<file path="src/ixr_pkg.sv">
// Shared types and constants for the index-register execution unit
package ixr_pkg;

	localparam int ADDR_W = 17;

	// One storage position: flag bit over a decimal digit
	typedef struct packed {
		logic       flag;
		logic [3:0] val;
	} ixr_digit_type;

	// Instruction as handed over by the sequencer; index 0 is the units digit
	typedef struct packed {
		logic [7:0]          opcode;
		ixr_digit_type [4:0] p;
		ixr_digit_type [4:0] q;
	} ixr_instr_type;

	// Core storage command
	typedef struct packed {
		logic                we;
		logic                keep_flag;
		logic [ADDR_W-1:0]   addr;
		ixr_digit_type       wdata;
	} ixr_mem_cmd_type;

	// Operation codes of the group, decimal digits in hex nibbles
	localparam logic [7:0] OP_SELECT_BAND      = 8'h60;
	localparam logic [7:0] OP_MODIFY           = 8'h61;
	localparam logic [7:0] OP_MODIFY_IMM       = 8'h62;
	localparam logic [7:0] OP_COND_MODIFY      = 8'h63;
	localparam logic [7:0] OP_COND_MODIFY_IMM  = 8'h64;
	localparam logic [7:0] OP_LOAD             = 8'h65;
	localparam logic [7:0] OP_LOAD_IMM         = 8'h66;
	localparam logic [7:0] OP_STORE            = 8'h67;
	localparam logic [7:0] OP_MOVE_ADDRESS     = 8'h70;

	// Index register placement in core storage
	localparam logic [ADDR_W-1:0] BAND1_BASE   = 17'h0012c;
	localparam logic [ADDR_W-1:0] BAND2_BASE   = 17'h00154;
	localparam logic [ADDR_W-1:0] REG_STRIDE   = 17'h00005;
	localparam logic [ADDR_W-1:0] UNITS_OFS    = 17'h00004;
	localparam logic [ADDR_W-1:0] DIGIT_RADIX  = 17'h0000a;
	localparam logic [2:0]        FIELD_LAST   = 3'h4;
	localparam logic [3:0]        BAND_MAX     = 4'h2;
	localparam logic [2:0]        IND_RESET    = 3'h1;

	// Register map and fields
	localparam logic [3:0] REG_CTRL     = 4'h0;
	localparam logic [3:0] REG_STATUS   = 4'h4;
	localparam int         CTRL_EN_BIT  = 0;
	localparam logic       CTRL_RESET   = 1'b1;
	localparam int         ST_BAND_LSB  = 0;
	localparam int         ST_HP        = 3;
	localparam int         ST_EZ        = 4;
	localparam int         ST_OVF       = 5;
	localparam int         ST_HALT      = 6;
	localparam int         ST_BUSY      = 7;

	// Decimal address of a five-digit field, flags ignored
	function automatic logic [ADDR_W-1:0] field_addr(input ixr_digit_type [4:0] f);
		logic [ADDR_W-1:0] acc;
		acc = '0;
		for (int k = 4; k >= 0; k--) begin
			acc = ADDR_W'(acc * DIGIT_RADIX) + ADDR_W'(f[k].val);
		end
		return acc;
	endfunction

endpackage

</file>
<file path="src/ixr_digit_add.sv">
// Single decimal digit adder with optional nines complement of b
`timescale 1ns/100ps
module ixr_digit_add (
	// Operands
	input  wire logic [3:0] a,
	input  wire logic [3:0] b,
	input  wire logic       comp_b,
	input  wire logic       cin,
	// Result
	output logic [3:0]      sum,
	output logic            cout
);
	logic [3:0] b_eff;
	logic [4:0] total;

	// Complementing b turns the adder into a tens-complement subtractor
	always_comb begin
		b_eff = comp_b ? 4'h9 - b : b;
		total = {1'b0, a} + {1'b0, b_eff} + {4'h0, cin};
		cout  = total > 5'h09;
		sum   = cout ? 4'(total - 5'h0a) : total[3:0];
	end
endmodule // ixr_digit_add

</file>
<file path="src/ixr_index_exec.sv">
// Index-register instruction execution unit with register slave
// Notes on behaviour
// - Three band indicators: no band, band one, band two.
// - Testing band indicators never changes them.
// - Band holds until next select; console reset leaves it alone.
// - Power-up reset enters no-band mode.
// - Units Q digit 0/1/2 picks band; other Q digits ignored; branch to P.
// - Flags over Q tens, hundreds, thousands pick the register.
// - Unconditional modify, load and store forms always branch to P.
// - Modify adds Q field to register; fields end at leftmost flag.
// - Modify sets high/positive or zero; overflow only if Q field longer.
// - Carry out of leftmost register digit is dropped silently.
// - Immediate modify uses instruction Q digits; units flag means negative.
// - Conditional modify branches only on nonzero result with unchanged sign.
// - Conditional modify with carry out falls through to next instruction.
// - Load copies five digits, units sign flag, flag over high digit.
// - Immediate load takes its digits from the instruction Q part.
// - Store writes five digits, sign flag on units, flag on leftmost.
// - Move address copies five Q digits to P, keeping P flags.
// - Index operations in no-band mode are invalid and halt.
// - Flag weights one, two, four give register numbers up to seven.
// - Band one registers start at 305, band two at 345.
// - No register flags uses the band's register zero, no halt.
//
// The implementer's own choices: register access over Avalon-MM and the register addresses.
`timescale 1ns/100ps
module ixr_index_exec (
	// Clock and reset
	input  wire logic                          clk,
	input  wire logic                          rst_n,
	// Instruction sequencer
	input  wire logic                          start,
	input  wire ixr_pkg::ixr_instr_type        instr,
	input  wire logic                          console_reset,
	output logic                               done,
	output logic                               branch,
	output logic [ixr_pkg::ADDR_W-1:0]         next_addr,
	output logic                               halt,
	// Indicators
	output logic [2:0]                         band_ind,
	output logic                               ind_high_pos,
	output logic                               ind_equal_zero,
	output logic                               ind_overflow,
	// Core storage
	output logic                               mem_req,
	output ixr_pkg::ixr_mem_cmd_type           mem_cmd,
	input  wire logic                          mem_ack,
	input  wire ixr_pkg::ixr_digit_type        mem_rdata,
	// Avalon-MM slave
	input  wire logic [3:0]                    avs_address,
	input  wire logic                          avs_read,
	input  wire logic                          avs_write,
	input  wire logic [31:0]                   avs_writedata,
	input  wire logic [3:0]                    avs_byteenable,
	output logic [31:0]                        avs_readdata,
	output logic                               avs_waitrequest
);
	typedef enum {S_IDLE, S_RD_SRC, S_RD_X, S_WR, S_RC_RD, S_RC_WR, S_FIN, S_HALT} ixr_state_type;
	typedef enum {K_MODIFY, K_LOAD, K_STORE, K_MOVE} ixr_kind_type;

	ixr_state_type                 state;
	ixr_kind_type                  kind;
	ixr_pkg::ixr_digit_type [4:0]  ins_q;
	ixr_pkg::ixr_digit_type        q_dig;
	ixr_pkg::ixr_digit_type        x_dig;
	ixr_pkg::ixr_digit_type        cur_q;
	ixr_pkg::ixr_digit_type        wr_dig;
	logic [ixr_pkg::ADDR_W-1:0]    src_addr;
	logic [ixr_pkg::ADDR_W-1:0]    dst_addr;
	logic [ixr_pkg::ADDR_W-1:0]    xu_addr;
	logic [ixr_pkg::ADDR_W-1:0]    xu_next;
	logic [2:0]                    cnt;
	logic [2:0]                    cnt_inc;
	logic [2:0]                    reg_num;
	logic [1:0]                    sel_digit;
	logic [7:0]                    op;
	logic [31:0]                   status;
	logic                          ctrl_en;
	logic                          cond;
	logic                          imm;
	logic                          carry;
	logic                          sub;
	logic                          q_end;
	logic                          flipped;
	logic                          lost;
	logic                          nz;
	logic                          is_ix;
	logic                          in_group;
	logic                          band_we;
	logic                          q_end_now;
	logic                          x_end;
	logic                          add_rc;
	logic                          wr_ack;
	logic                          ovf_set;
	logic [3:0]                    add_sum;
	logic                          add_cout;
	logic                          units_neg;

	// Decode of the offered instruction
	assign op        = instr.opcode;
	assign is_ix     = op >= ixr_pkg::OP_MODIFY && op <= ixr_pkg::OP_STORE;
	assign in_group  = ctrl_en && (is_ix || op == ixr_pkg::OP_SELECT_BAND
		|| op == ixr_pkg::OP_MOVE_ADDRESS);
	assign reg_num   = {instr.q[3].flag, instr.q[2].flag, instr.q[1].flag};
	assign sel_digit = instr.q[0].val[1:0];
	assign band_we   = state == S_IDLE && start && in_group
		&& op == ixr_pkg::OP_SELECT_BAND && instr.q[0].val <= ixr_pkg::BAND_MAX;

	// Units address of the chosen register; zero lands on the spare field
	assign xu_next = (band_ind[2] ? ixr_pkg::BAND2_BASE : ixr_pkg::BAND1_BASE)
		+ ixr_pkg::ADDR_W'(reg_num) * ixr_pkg::REG_STRIDE + ixr_pkg::UNITS_OFS;

	// Digit walk bookkeeping
	assign cnt_inc   = (cnt == 3'h7) ? cnt : cnt + 3'h1;
	assign x_end     = cnt != 3'h0 && x_dig.flag;
	assign q_end_now = imm ? cnt == ixr_pkg::FIELD_LAST : (cnt != 3'h0 && cur_q.flag);
	assign add_rc    = state == S_RC_WR;
	assign wr_ack    = mem_req && mem_ack && state == S_WR;
	assign ovf_set   = wr_ack && kind == K_MODIFY && x_end && !q_end && !q_end_now;

	// Modifier digit; beyond the Q field it reads as zero
	always_comb begin
		cur_q = q_dig;
		if (imm) begin
			cur_q = (cnt <= ixr_pkg::FIELD_LAST) ? ins_q[cnt] : '0;
		end
		if (q_end) begin
			cur_q = '0;
		end
	end

	ixr_digit_add u_add (
		.a      (add_rc ? 4'h0 : x_dig.val),
		.b      (add_rc ? x_dig.val : cur_q.val),
		.comp_b (add_rc || sub),
		.cin    (carry),
		.sum    (add_sum),
		.cout   (add_cout)
	);

	// Data written back for each kind of operation
	always_comb begin
		wr_dig = cur_q;
		unique case (kind)
			K_MODIFY: begin
				wr_dig.val  = add_sum;
				wr_dig.flag = x_dig.flag ^ (cnt == 3'h0 && add_rc);
			end
			K_LOAD:   wr_dig.flag = (cnt == 3'h0) ? cur_q.flag : cnt == ixr_pkg::FIELD_LAST;
			K_STORE:  wr_dig.flag = (cnt == 3'h0) ? q_dig.flag : cnt == ixr_pkg::FIELD_LAST;
			K_MOVE:   wr_dig.flag = 1'b0; // Destination flag kept by storage
		endcase
	end

	// Band selection; only power-up reset and a select change it
	always_ff @(posedge clk or negedge rst_n) begin
		if (!rst_n) begin
			band_ind <= ixr_pkg::IND_RESET;
		end else if (band_we) begin
			band_ind <= 3'h1 << sel_digit;
		end
	end

	// Sign of the result at the units position
	function automatic logic cur_sign();
		return units_neg ^ flipped;
	endfunction

	// Arithmetic indicators; overflow set wins over console clear
	always_ff @(posedge clk or negedge rst_n) begin
		if (!rst_n) begin
			ind_high_pos   <= 1'b0;
			ind_equal_zero <= 1'b0;
			ind_overflow   <= 1'b0;
		end else begin
			if (state == S_FIN && kind == K_MODIFY) begin
				ind_equal_zero <= !nz;
				ind_high_pos   <= nz && !cur_sign();
			end
			if (ovf_set) begin
				ind_overflow <= 1'b1;
			end else if (console_reset) begin
				ind_overflow <= 1'b0;
			end
		end
	end

	// Units sign of the register as read, before any recomplement
	always_ff @(posedge clk or negedge rst_n) begin
		if (!rst_n) begin
			units_neg <= 1'b0;
		end else if (state == S_RD_X && mem_req && mem_ack && cnt == 3'h0) begin
			units_neg <= mem_rdata.flag;
		end
	end

	// Instruction sequence; each storage access waits for its acknowledge
	always_ff @(posedge clk or negedge rst_n) begin
		if (!rst_n) begin
			state <= S_IDLE;
			kind <= K_MODIFY;
			{cond, imm, carry, sub, q_end, flipped, lost, nz} <= 8'h00;
			{ins_q, q_dig, x_dig} <= '0;
			{cnt, src_addr, dst_addr, xu_addr} <= '0;
			{mem_req, done, branch, halt} <= 4'h0;
			mem_cmd <= '0;
			next_addr <= '0;
		end else begin
			done <= 1'b0;
			unique case (state)
				S_IDLE: if (start) begin
					ins_q <= instr.q;
					{cnt, q_end, flipped, lost, nz} <= '0;
					cond <= op == ixr_pkg::OP_COND_MODIFY || op == ixr_pkg::OP_COND_MODIFY_IMM;
					imm <= op == ixr_pkg::OP_MODIFY_IMM || op == ixr_pkg::OP_COND_MODIFY_IMM
						|| op == ixr_pkg::OP_LOAD_IMM;
					xu_addr <= xu_next;
					next_addr <= ixr_pkg::field_addr(instr.p);
					if (!in_group) begin
						done <= 1'b1;
						branch <= 1'b0;
					end else if (op == ixr_pkg::OP_SELECT_BAND) begin
						done <= 1'b1;
						branch <= 1'b1;
					end else if (is_ix && band_ind[0]) begin
						halt <= 1'b1;
						state <= S_HALT;
					end else if (op == ixr_pkg::OP_MOVE_ADDRESS) begin
						kind <= K_MOVE;
						src_addr <= ixr_pkg::field_addr(instr.q);
						dst_addr <= ixr_pkg::field_addr(instr.p);
						state <= S_RD_SRC;
					end else if (op == ixr_pkg::OP_STORE) begin
						kind <= K_STORE;
						src_addr <= xu_next;
						dst_addr <= ixr_pkg::field_addr(instr.q);
						state <= S_RD_SRC;
					end else begin
						kind <= (op == ixr_pkg::OP_LOAD || op == ixr_pkg::OP_LOAD_IMM)
							? K_LOAD : K_MODIFY;
						src_addr <= ixr_pkg::field_addr(instr.q);
						dst_addr <= xu_next;
						if (op == ixr_pkg::OP_MODIFY_IMM || op == ixr_pkg::OP_COND_MODIFY_IMM)
							state <= S_RD_X;
						else if (op == ixr_pkg::OP_LOAD_IMM)
							state <= S_WR;
						else
							state <= S_RD_SRC;
					end
				end
				S_RD_SRC: if (!mem_req) begin
					mem_req <= 1'b1;
					mem_cmd <= '{we: 1'b0, keep_flag: 1'b0, addr: src_addr, wdata: '0};
				end else if (mem_ack) begin
					mem_req <= 1'b0;
					q_dig <= mem_rdata;
					src_addr <= src_addr - 17'h00001;
					state <= (kind == K_MODIFY) ? S_RD_X : S_WR;
				end
				S_RD_X, S_RC_RD: if (!mem_req) begin
					mem_req <= 1'b1;
					mem_cmd <= '{we: 1'b0, keep_flag: 1'b0, addr: dst_addr, wdata: '0};
				end else if (mem_ack) begin
					mem_req <= 1'b0;
					x_dig <= mem_rdata;
					if (state == S_RD_X && cnt == 3'h0) begin
						sub <= cur_q.flag ^ mem_rdata.flag;
						carry <= cur_q.flag ^ mem_rdata.flag;
					end
					state <= (state == S_RD_X) ? S_WR : S_RC_WR;
				end
				S_WR: if (!mem_req) begin
					mem_req <= 1'b1;
					mem_cmd <= '{we: 1'b1, keep_flag: kind == K_MOVE, addr: dst_addr,
						wdata: wr_dig};
				end else if (mem_ack) begin
					mem_req <= 1'b0;
					dst_addr <= dst_addr - 17'h00001;
					cnt <= cnt_inc;
					if (kind == K_MODIFY) begin
						carry <= add_cout;
						nz <= nz || add_sum != 4'h0;
						if (x_end && sub && !add_cout) begin
							// Result came out complemented: walk the field again
							state <= S_RC_RD;
							dst_addr <= xu_addr;
							cnt <= 3'h0;
							carry <= 1'b1;
							nz <= 1'b0;
							flipped <= 1'b1;
						end else if (x_end) begin
							lost <= !sub && add_cout;
							state <= S_FIN;
						end else begin
							q_end <= q_end || q_end_now;
							state <= (imm || q_end || q_end_now) ? S_RD_X : S_RD_SRC;
						end
					end else if (cnt == ixr_pkg::FIELD_LAST) begin
						state <= S_FIN;
					end else begin
						state <= imm ? S_WR : S_RD_SRC;
					end
				end
				S_RC_WR: if (!mem_req) begin
					mem_req <= 1'b1;
					mem_cmd <= '{we: 1'b1, keep_flag: 1'b0, addr: dst_addr, wdata: wr_dig};
				end else if (mem_ack) begin
					mem_req <= 1'b0;
					carry <= add_cout;
					nz <= nz || add_sum != 4'h0;
					dst_addr <= dst_addr - 17'h00001;
					cnt <= cnt_inc;
					state <= x_end ? S_FIN : S_RC_RD;
				end
				S_FIN: begin
					done <= 1'b1;
					// Move falls through; conditional forms need nonzero, no sign change, no carry out
					branch <= (kind != K_MOVE)
						&& (!cond || (nz && !flipped && !lost));
					state <= S_IDLE;
				end
				S_HALT: if (console_reset) begin
					halt <= 1'b0;
					state <= S_IDLE;
				end
			endcase
		end
	end

	// Status word seen by software
	always_comb begin
		status = '0;
		status[ixr_pkg::ST_BAND_LSB +: 3] = band_ind;
		status[ixr_pkg::ST_HP]   = ind_high_pos;
		status[ixr_pkg::ST_EZ]   = ind_equal_zero;
		status[ixr_pkg::ST_OVF]  = ind_overflow;
		status[ixr_pkg::ST_HALT] = halt;
		status[ixr_pkg::ST_BUSY] = state != S_IDLE;
	end

	// Avalon slave: one wait state, then answer; unmapped reads zero
	always_ff @(posedge clk or negedge rst_n) begin
		if (!rst_n) begin
			avs_waitrequest <= 1'b1;
			avs_readdata <= '0;
			ctrl_en <= ixr_pkg::CTRL_RESET;
		end else if ((avs_read || avs_write) && avs_waitrequest) begin
			avs_waitrequest <= 1'b0;
			unique case (avs_address)
				ixr_pkg::REG_CTRL:   avs_readdata <= {31'h0, ctrl_en};
				ixr_pkg::REG_STATUS: avs_readdata <= status;
				default:             avs_readdata <= '0;
			endcase
		end else begin
			avs_waitrequest <= 1'b1;
			if (avs_write && !avs_waitrequest && avs_address == ixr_pkg::REG_CTRL
					&& avs_byteenable[0]) begin
				ctrl_en <= avs_writedata[ixr_pkg::CTRL_EN_BIT];
			end
		end
	end
endmodule // ixr_index_exec

</file>
<file path="config.mk">
export PLATFORM = sky130hd
export DESIGN_NAME = ixr_index_exec
export DESIGN_NICKNAME = d
export VERILOG_FILES = /design/src/ixr_pkg.sv /design/src/ixr_digit_add.sv /design/src/ixr_index_exec.sv
export SDC_FILE = /design/constraint.sdc
export NUM_CORES = 1
export LEC_CHECK = 0
export CORE_UTILIZATION = 40
export CTS_BUF_LIST = sky130_fd_sc_hd__clkbuf_8
export DETAILED_ROUTE_END_ITERATION = 8
export DONT_BUFFER_PORTS = 1
export GPL_ROUTABILITY_DRIVEN = 0
export PLACE_DENSITY = 0.57
export SLEW_MARGIN = 0
export SYNTH_ARGS = -nofsm -noshare
export SYNTH_HDL_FRONTEND = slang
export SYNTH_SLANG_ARGS = --single-unit
</file>
<file path="constraint.sdc">
create_clock -name clk -period 4.8 [get_ports clk]
set_clock_uncertainty 0.05 [all_clocks]
set_input_delay 0.24 -clock clk [delete_from_list [all_inputs] [get_ports clk]]
set_output_delay 0.24 -clock clk [all_outputs]
set_load 0.005 [all_outputs]
</file>
### Word-level counts from Yosys, hierarchy flattened

Cells that the tools add are included.
W data, S select, Z words.

* $add $sub $neg: 17
* $mul: 9
* div/mod/pow operators: 0
* magnitude comparators: 6
* equal/unequal tests: 52
* shift operators: 1
* muxes and demuxes: 135
* bitwise gates (word level): 6
* reductions and logical operators: 92

Operators with widths (number)
* $mux W32: 13
* $mux W17: 20
* $eq A32 B3 Y1 const B: 7
* $pmux W32 S7: 1
* $eq A32 B2 Y1 const B: 4
* $logic_not A32 Y1: 4
* $mux W24: 4
* $pmux W24 S4: 1
* $add A17 B4 Y17: 4
* $eq A32 B1 Y1 const B: 2
* $eq A32 B4 Y1 const B: 2
* $eq A8 B7 Y1 const B: 8
* $pmux W17 S3: 1
* $mux W1: 50
* $ne A2 B2 Y1 const B: 24
* $mux W3: 13
* $mul A17 B3 Y16 const B: 2
* $pmux W17 S2: 1
* $sub A17 B1 Y17 const B: 2
* $logic_and A1 B1 Y1: 32
* $mul A14 B3 Y16 const B: 2
* $ne A32 B3 Y1 const B: 1
* $reduce_bool A32 Y1: 1
* $add A13 B4 Y14: 2
* other kinds (50): 117

* register bits: 247
* bits in latches: 0
* RAM bits: 0
* ROM bits: 0
* output and inout port bits: 84
* word-level logic and storage cells: 364
* memories kept: 0

### Longest topological paths before layout

Gate-level depths: netlist of run 1.

* depth after elaboration: 19
* gate-level depth with buffers: 34
* gate-level depth less buffers: 34

### Cells and area by module

Synthesis of run 1 repeated with hierarchy kept, for this count alone.

* cells, all modules: 1686
* area total of the unflattened synthesis: 14274.9 um^2

By module, submodules not included
* ixr_index_exec: instances 1, cells an instance 1651, area each 13997.2 um^2, seq. area each 3857.4 um^2
* ixr_digit_add: instances 1, cells an instance 35, area each 277.8 um^2, seq. area each 0.0 um^2

### Least setup slack after synthesis of run 1

No wires, ideal clock.

* path type: input port to flip-flop
* start: input instr[21] in the netlist's numbering
* end: register dst_addr[16] in the netlist's numbering
* data arrival time: 7.243 ns
* data required time: 4.625 ns
* setup slack: -2.618 ns
* stages on the path: 32
* path buffers: 0
* cell sequence: ha_1 > ha_1 > fa_1 > o211ai_1 > mux2i_1 > ha_1 > ha_1 > and3_1 > a221o_1 > nor2_1 > xnor2_1 > nand4_1 > xnor2_1 > ha_1 > ha_1 > o21a_1 > nor2_1 > a31oi_1 > xnor2_1 > xnor2_1 > ha_1 > ha_1 > inv_1 > or3_1 > a211o_1 > o211ai_1 > nor4b_1 > nand4b_1 > xor2_1 > xnor3_1 > a31oi_1 > o21ai_1

* word-level cells in the longest chain between the ends: 15

Ends and longest elaborated chain
* start: declaration: line ixr_index_exec.sv:33 `input wire ixr_pkg::ixr_instr_type instr,`
* $mul A4 B3 Y7: line ixr_pkg.sv:65 `acc = ADDR_W'(acc * DIGIT_RADIX) + ADDR_W'(f[k].val);`
* $add A8 B4 Y9: line ixr_pkg.sv:65
* $mul A9 B3 Y12: line ixr_pkg.sv:65
* $add A13 B4 Y14: line ixr_pkg.sv:65
* $mul A14 B3 Y16: line ixr_pkg.sv:65
* $add A17 B4 Y17: line ixr_pkg.sv:65
* $mul A17 B3 Y16: line ixr_pkg.sv:65
* $add A17 B4 Y17: line ixr_pkg.sv:65
* $mux W17: line ixr_index_exec.sv:233 `end else if (op == ixr_pkg::OP_STORE) begin`
* $mux W17: line ixr_index_exec.sv:228 `end else if (op == ixr_pkg::OP_MOVE_ADDRESS) begin`
* $mux W17: line ixr_index_exec.sv:225 `end else if (is_ix && band_ind[0]) begin`
* $mux W17: line ixr_index_exec.sv:222 `end else if (op == ixr_pkg::OP_SELECT_BAND) begin`
* $mux W17: line ixr_index_exec.sv:219 `if (!in_group) begin`
* $mux W17: line ixr_index_exec.sv:211 `S_IDLE: if (start) begin`
* $pmux W17 S3: line ixr_index_exec.sv:210 `unique case (state)`
* end signal: assignment: line ixr_index_exec.sv:231 `dst_addr <= ixr_pkg::field_addr(instr.p);`
* end signal: assignment: line ixr_index_exec.sv:236 `dst_addr <= ixr_pkg::field_addr(instr.q);`
* end signal: assignment: line ixr_index_exec.sv:242 `dst_addr <= xu_next;`
* end: declaration: line ixr_index_exec.sv:69 `logic [ixr_pkg::ADDR_W-1:0] dst_addr;`

No other way between the ends. The select of a mux whose other input is x is not followed.
A chain may end at the register's enable or synchronous reset.

### Final worst setup path of run 1

Ends and elaborated chain as after synthesis.

==> summary.txt, run 1 <==
SYNTH
-------------------------------------------------------------------------------
Post-Synthesis Cell Area                                            14370 sq um
Post-synthesis sequential element count                                     154
Cell count after synthesis                                                 1636
Asr flop ratio synth                                                     100.0%
EDFF count, synth                                                             0
Mean cell area of the mapped netlist                                8.781 sq um
Sequential share of the synthesized area                                 26.85%
Proportion of netlist area held by the largest area contributor          26.30%
Main area contributors after synthesis                             dfrtp_1 (26%), ha_1 (15%), xnor2_1 (5.7%), o21ai_0 (4.2%), nand2_1 (4.1%)
Leading register cell type out of synthesis                             dfrtp_1
Unique masters post-synth                                                    86
Yosys top cell by area                                                  dfrtp_1
Total of warnings raised by yosys                                             0

WORST SETUP PATH
-------------------------------------------------------------------------------
Launching point of the worst reg2reg path                          cnt[0]$_DFFE_PN0P_
Worst setup path endpoint                                          dst_addr[16]$_DFFE_PN0P_
R2R depth                                                                    21
Crit Reg-Reg Endpoint                                              dst_addr[13]$_DFFE_PN0P_
Cell at the slowest stage of the critical path                             fa_1
Sort of element at the start of the critical path                     input pin
Slowest stage delay, CP                                                  600 ps
Highest net fanout along the worst path                                       3
Crit path buffers/inverters                                                   0
Top cell by count, worst path                                              ha_4
Critical Path RT                                                        5120 ps
Beginning of the critical path                                        instr[21]
CP endpoint kind                                                      flip-flop
CP top delay family                                                 adder cells
Critical Path AT                                                        7080 ps
Crit. path cell count                                                        31
Setup slack, reg-to-reg                                                  -80 ps
Kind of critical path                                                    in2reg

GRT
-------------------------------------------------------------------------------
Vias in the first global route                                            13270
GR met2 Demand/Resource                                                  40.01%
Largest net degree at the start of global routing                           155
GRT Total Usage                                                          23.24%
Met1 track utilization from global routing                               29.88%
First-pass GRT wire length                                             67.97 mm
GR peak layer                                                              met2
Antenna violations before repair                                              0
Total congestion overflow                                                     0
Global routing usage on met3                                             2.791%

STA
-------------------------------------------------------------------------------
Worst path setup slack after routing                                   -1959 ps
Final max-slew violation count                                                0
Relative max-transition margin                                           24.17%
Total of endpoints with negative setup slack in the final report             28
Final Hold Fails                                                              0
Final clock period utilization by the worst path                         140.8%
FMAX                                                                 0.1479 GHz
Setup repair after global routing missed its margin                         yes
Slew at the pin with the worst max-slew slack                           1135 ps
Min cycle time layout                                                   6759 ps

FLOORPLAN
-------------------------------------------------------------------------------
Die extent in x                                                        191.5 um
Initial core utilization                                                 40.48%
Total number of placement rows                                               69
Overall die area                                                    36670 sq um
Area inside the core boundary                                       35480 sq um
Die height                                                             191.5 um
I/O pin cnt                                                                 194

RUN STATUS
-------------------------------------------------------------------------------
Failing checks                                                     negative setup slack
Outcome                                                            finished with violations

RUN
-------------------------------------------------------------------------------
Maximum capacitance violations                                                0

MIN PATH
-------------------------------------------------------------------------------
HP Class                                                                 in2reg
Worst Hold Launch                                                     instr[21]

LAYOUT
-------------------------------------------------------------------------------
Fraction of layout cells with a size suffix above 1                      38.82%
Number of diodes added for antenna fixing                                     0
Net count reported at finish                                               2320
Final cell area excluding filler cells                              20940 sq um
Final cell count without fillers                                           2491
End-of-flow core utilization                                             59.02%
Highest-count cells in the layout ignoring fill and taps           buf_4 (333), dfrtp_1 (150), nand2_1 (149)
Most common library cell in the layout ignoring fill and taps             buf_4
P&R area growth vs syn                                                   45.79%

PLACE
-------------------------------------------------------------------------------
Pre-CTS setup slack                                                    -2511 ps
HPWL after detailed placement                                          31.81 mm
Count of buffers inserted at the top-level ports                              0
Cell count after placement                                                 2345
Area after detailed placement                                       17680 sq um

CLOCKING
-------------------------------------------------------------------------------
TritonCTS clock tree                                                       done
Clock-pin slew on the worst setup and hold paths                          90 ps
Buffer levels on the longest clock path                                       2
Number of sinks on the clock net                                            154
Clock root buffer                                                      clkbuf_8
Number of buffers inserted during clock tree synthesis                       17
Latest clock arrival within the worst-skew pair                          480 ps
H-Tree Depth                                                                  4

DRT
-------------------------------------------------------------------------------
Vias per cell                                                             5.433
DRT iter0 DRCs                                                              699
Final Routed Wirelength                                                43.13 mm
Total via count after detailed routing                                    13530
Routed wire length per instance                                        17.32 um
DRC errors left                                                               0
Iteration count of the initial detailed-routing pass                          5
Antenna Nets Post-Route                                                       0

## worst min-delay path by stage
| stage | slack (ps) | depth (start not counted) | end |
|---|---|---|---|
| 2_1_floorplan | -110 | 0 | avs_readdata[0]$_DFFE_PN0P_ |
| 3_3_place_gp | -100 | 0 | mem_cmd[2]$_DFFE_PN0P_ |
| 3_5_place_dp | -100 | 0 | mem_cmd[1]$_DFFE_PN0P_ |
| 4_1_cts | 0.9 | 2 | imm$_DFFE_PN0P_ |
| 5_1_grt | 30 | 2 | xu_addr[2]$_DFFE_PN0P_ |
| 6_report | 30 | 3 | ins_q[21]$_DFFE_PN0P_ |
## Yosys cell counts (13+ instances only)
library cell and number:
mux2_2 48, nor3_1 41, xor2_1 48, nand3_1 32, nor2b_1 19, mux2i_1 24
buf_4 27, nand2b_1 14, a22o_1 20, ha_1 173, nand2_1 157, dfrtp_1 151
a31oi_1 14, o21a_1 16, and2_1 13, o21ai_0 120, xnor2_1 94, or3_1 13
nor2_1 134, clkbuf_1 46, o22ai_1 16, a21oi_1 93, inv_1 72, a21o_1 24
fa_1 20
## worst register-to-register path, cell delays in order, from the launching register on
cell      delay, ps
dfrtp_2         410
buf_6           110
buf_6           100
mux4_2          540
a221oi_4        300
nor3_2           90
nand2_1          70
nand2_1          70
inv_1            60
ha_1            220
mux2_4          280
ha_4            240
buf_6           120
o21a_1          100
or3_4           390
a311oi_4        350
nand4_1         170
buf_6           190
a21o_1          190
and2_1          190
nor2b_1         170
a221o_1         360
## final cells by class
class | count | area, sq um
fill | 3045 | 14540
multi-input combinational | 1356 | 12420
sequential | 154 | 3859
timing repair buffer | 416 | 3396
tap | 461 | 576.8
inverter | 72 | 275.3
clock buffer | 19 | 261.5
clock inverter | 13 | 155.1
## layer usage
metal	up-vias	share of wire, %
met5	-	0
met4	0	2.7
li1	6605	-
met3	64	4.2
met2	316	50
met1	6548	43
## cell families after synthesis
logic type | count (synthesis) | synth area share (%)
AND/OR/NAND/NOR | 503 | 16.75
AO/OA/AOI/OAI | 413 | 18.59
multiplexers | 77 | 6.219
XOR/XNOR | 144 | 8.971
other | 1 | 0.02611
flip-flops | 154 | 26.85
buffers and inverters | 151 | 4.738
adder cells (fa/ha/maj) | 193 | 17.86
## registers in the layout, indices dropped and copies added, names as in the netlist, 2 cells and up
signal / flops
xu_addr: 9
ins_q: 23
dst_addr: 17
q_dig: 5
mem_cmd: 24
next_addr: 17
avs_readdata: 8
cnt: 3
band_ind: 3
kind: 2
state: 3
x_dig: 5
src_addr: 17
## repair_timing
action / CTS / global route
hold buffers: 45 / 0
buffers inserted: 46 / 36
resized for setup: 197 / 132
hold endpoints to repair: 200 / 0
setup endpoints to repair: 39 / 43
pin swaps: 125 / 133
## per-stage QoR
stage                     hold slack [ps]  setup TNS (ps)
after floorplan                    -105.6          -28980
after global placement             -99.50          -49610
after detailed placement           -100.2          -52080
after CTS                          0.8586          -28790
after global routing                25.59          -38240
final                               29.30          -31300
Power of run 1 is left out: the tool's default activity adds up to more than one toggle a clock period on the data nets, which glitch-free logic cannot reach.
==> run 2: changes to the inputs <==
Settings changed: BUFFER_PORTS_ARGS from default to -buffer_cell sky130_fd_sc_hd__buf_2, CTS_BUF_LIST sky130_fd_sc_hd__clkbuf_8 to default, DONT_BUFFER_PORTS 1 to default, PLACE_DENSITY 0.57 to 0.62.
==> summary.txt, run 2 (synthesis results as in run 1) <==
WORST SETUP PATH
----------------------------------------------------------------------------------
CP endpoint kind                                                         flip-flop
Top cell by count, worst path                                                 ha_4
Sort of element at the start of the critical path                        input pin
Setup slack, reg-to-reg                                                     -90 ps
Critical Path AT                                                           7360 ps
Highest net fanout along the worst path                                          3
Kind of critical path                                                       in2reg
Cell at the slowest stage of the critical path                                fa_2
Crit Reg-Reg Endpoint                                                 dst_addr[15]$_DFFE_PN0P_
R2R depth                                                                       19
Launching point of the worst reg2reg path                             cnt[0]$_DFFE_PN0P_
Critical Path RT                                                           5070 ps
Slowest stage delay, CP                                                     570 ps

FLOORPLAN
----------------------------------------------------------------------------------
Die extent in x                                                           191.5 um
Total number of placement rows                                                  69
I/O pin cnt                                                                    194
Overall die area                                                       36670 sq um
Die height                                                                191.5 um
Area inside the core boundary                                          35480 sq um
Initial core utilization                                                    40.48%

DRT
----------------------------------------------------------------------------------
Routed wire length per instance                                           18.21 um
DRC errors left                                                                  0
Iteration count of the initial detailed-routing pass                             6
Total via count after detailed routing                                       14440
DRT iter0 DRCs                                                                 925
Antenna Nets Post-Route                                                          0
Vias per cell                                                                5.504
Final Routed Wirelength                                                   47.76 mm

STA
----------------------------------------------------------------------------------
Slew at the pin with the worst max-slew slack                              1109 ps
Setup repair after global routing missed its margin                            yes
Final max-slew violation count                                                   0
Relative max-transition margin                                              25.25%
Total of endpoints with negative setup slack in the final report                30
Min cycle time layout                                                      7086 ps
FMAX                                                                    0.1411 GHz
Final clock period utilization by the worst path                            147.6%
Final Hold Fails                                                                 0
Worst path setup slack after routing                                      -2286 ps
Final worst hold slack                                                    19.24 ps

RUN STATUS
----------------------------------------------------------------------------------
Outcome                                                               finished with violations
Failing checks                                                        negative setup slack

LAYOUT
----------------------------------------------------------------------------------
Fraction of layout cells with a size suffix above 1                         46.97%
P&R area growth vs syn                                                      56.35%
Regs by FF count                                                      mem_cmd: 24 flops, ins_q: 23 flops
Highest-count cells in the layout ignoring fill and taps              buf_4 (351), dfrtp_1 (151), nand2_1 (147)
# fillers                                                                     2685
Biggest register                                                           mem_cmd
Multi-input combinational cell area                                    13070 sq um
Sequential cell area                                                    3857 sq um
Net count reported at finish                                                  2450
Most common library cell in the layout ignoring fill and taps                buf_4
Flip-flop count of the largest register, all copies and words added             24

MIN PATH
----------------------------------------------------------------------------------
Instance count along the most critical hold path                                 2
Worst Hold Launch                                                        instr[11]
Worst Hold End                                                        ins_q[11]$_DFFE_PN0P_
HP Class                                                                    in2reg

GRT
----------------------------------------------------------------------------------
Vias in the first global route                                               13930
Total congestion overflow                                                        0
Antenna violations before repair                                                 3
Largest net degree at the start of global routing                               59
GRT Total Usage                                                             23.46%
First-pass GRT wire length                                                69.25 mm

CLOCKING
----------------------------------------------------------------------------------
Number of buffers inserted during clock tree synthesis                          17
Clock root buffer                                                        clkbuf_16
TritonCTS clock tree                                                          done
Buffer levels on the longest clock path                                          2
Number of sinks on the clock net                                               154
Clock-pin slew on the worst setup and hold paths                             80 ps
Latest clock arrival within the worst-skew pair                             440 ps
H-Tree Depth                                                                     4

PLACE
----------------------------------------------------------------------------------
Count of buffers inserted at the top-level ports                               130
HPWL after detailed placement                                             32.28 mm

RUN
----------------------------------------------------------------------------------
Maximum capacitance violations                                                   0

-- run 2: worst max path at each step --
stage | start | endpoint | slack, ps | cells past startpoint
finish | instr[21] | dst_addr[16]$_DFFE_PN0P_ | -2290 | 33
detailed placement | instr[21] | dst_addr[16]$_DFFE_PN0P_ | -2770 | 33
floorplan | instr[21] | dst_addr[16]$_DFFE_PN0P_ | -2060 | 32
CTS | instr[21] | dst_addr[16]$_DFFE_PN0P_ | -1980 | 33
global placement | instr[21] | dst_addr[16]$_DFFE_PN0P_ | -2440 | 32
global route | instr[21] | dst_addr[16]$_DFFE_PN0P_ | -2490 | 33
-- run 2: worst max-delay path: cells and delay by family --
family | cells | cell delay [ps]
adders and majority gates | 9 | 2670
buffers and inverters | 2 | 250
AOI/OAI and AO/OA | 7 | 1340
xor gates and xnor gates | 8 | 1590
and+or+nand+nor | 7 | 1250
-- run 2: timing repair --
item,4_1_cts,5_1_grt
hold endpoints to repair,63,0
endpoints found under the setup margin,43,44
buffers inserted,64,51
gates resized for setup,230,230
pin swaps,149,187
hold buffers,9,0
-- run 2: per-layer routing --
| layer | global-route usage (%) | routed length [um] |
|---|---|---|
| met1 | 29.71 | 19240 |
| met4 | 7.021 | 1437 |
| met3 | 2.515 | 2374 |
| met5 | 0 | 0 |
| met2 | 41.69 | 24710 |
-- run 2: layout make-up --
class	count	area share [%]
repair buffers	546	18.31
clock buffers	17	1.894
inverters	72	1.226
clock inverters	14	0.6183
well taps	461	2.568
diodes	3	0.03342
flip-flops and latches	154	17.17
multi-input cells	1356	58.18
-- run 2: through the flow --
step	setup slack (ps)	area (sq um)	utilization, %	setup TNS [ps]	instances
after global routing	-2489	22460	63.30	-42410	2623
after detailed placement	-2766	18410	51.89	-57490	2484
final	-2286	22460	63.30	-36010	2623
after global placement	-2440	18410	51.89	-53250	2484
after CTS	-1981	20830	58.70	-30420	2579
after floorplan	-2060	15250	-	-28980	1661
Power of run 2 is left out for the same reason.
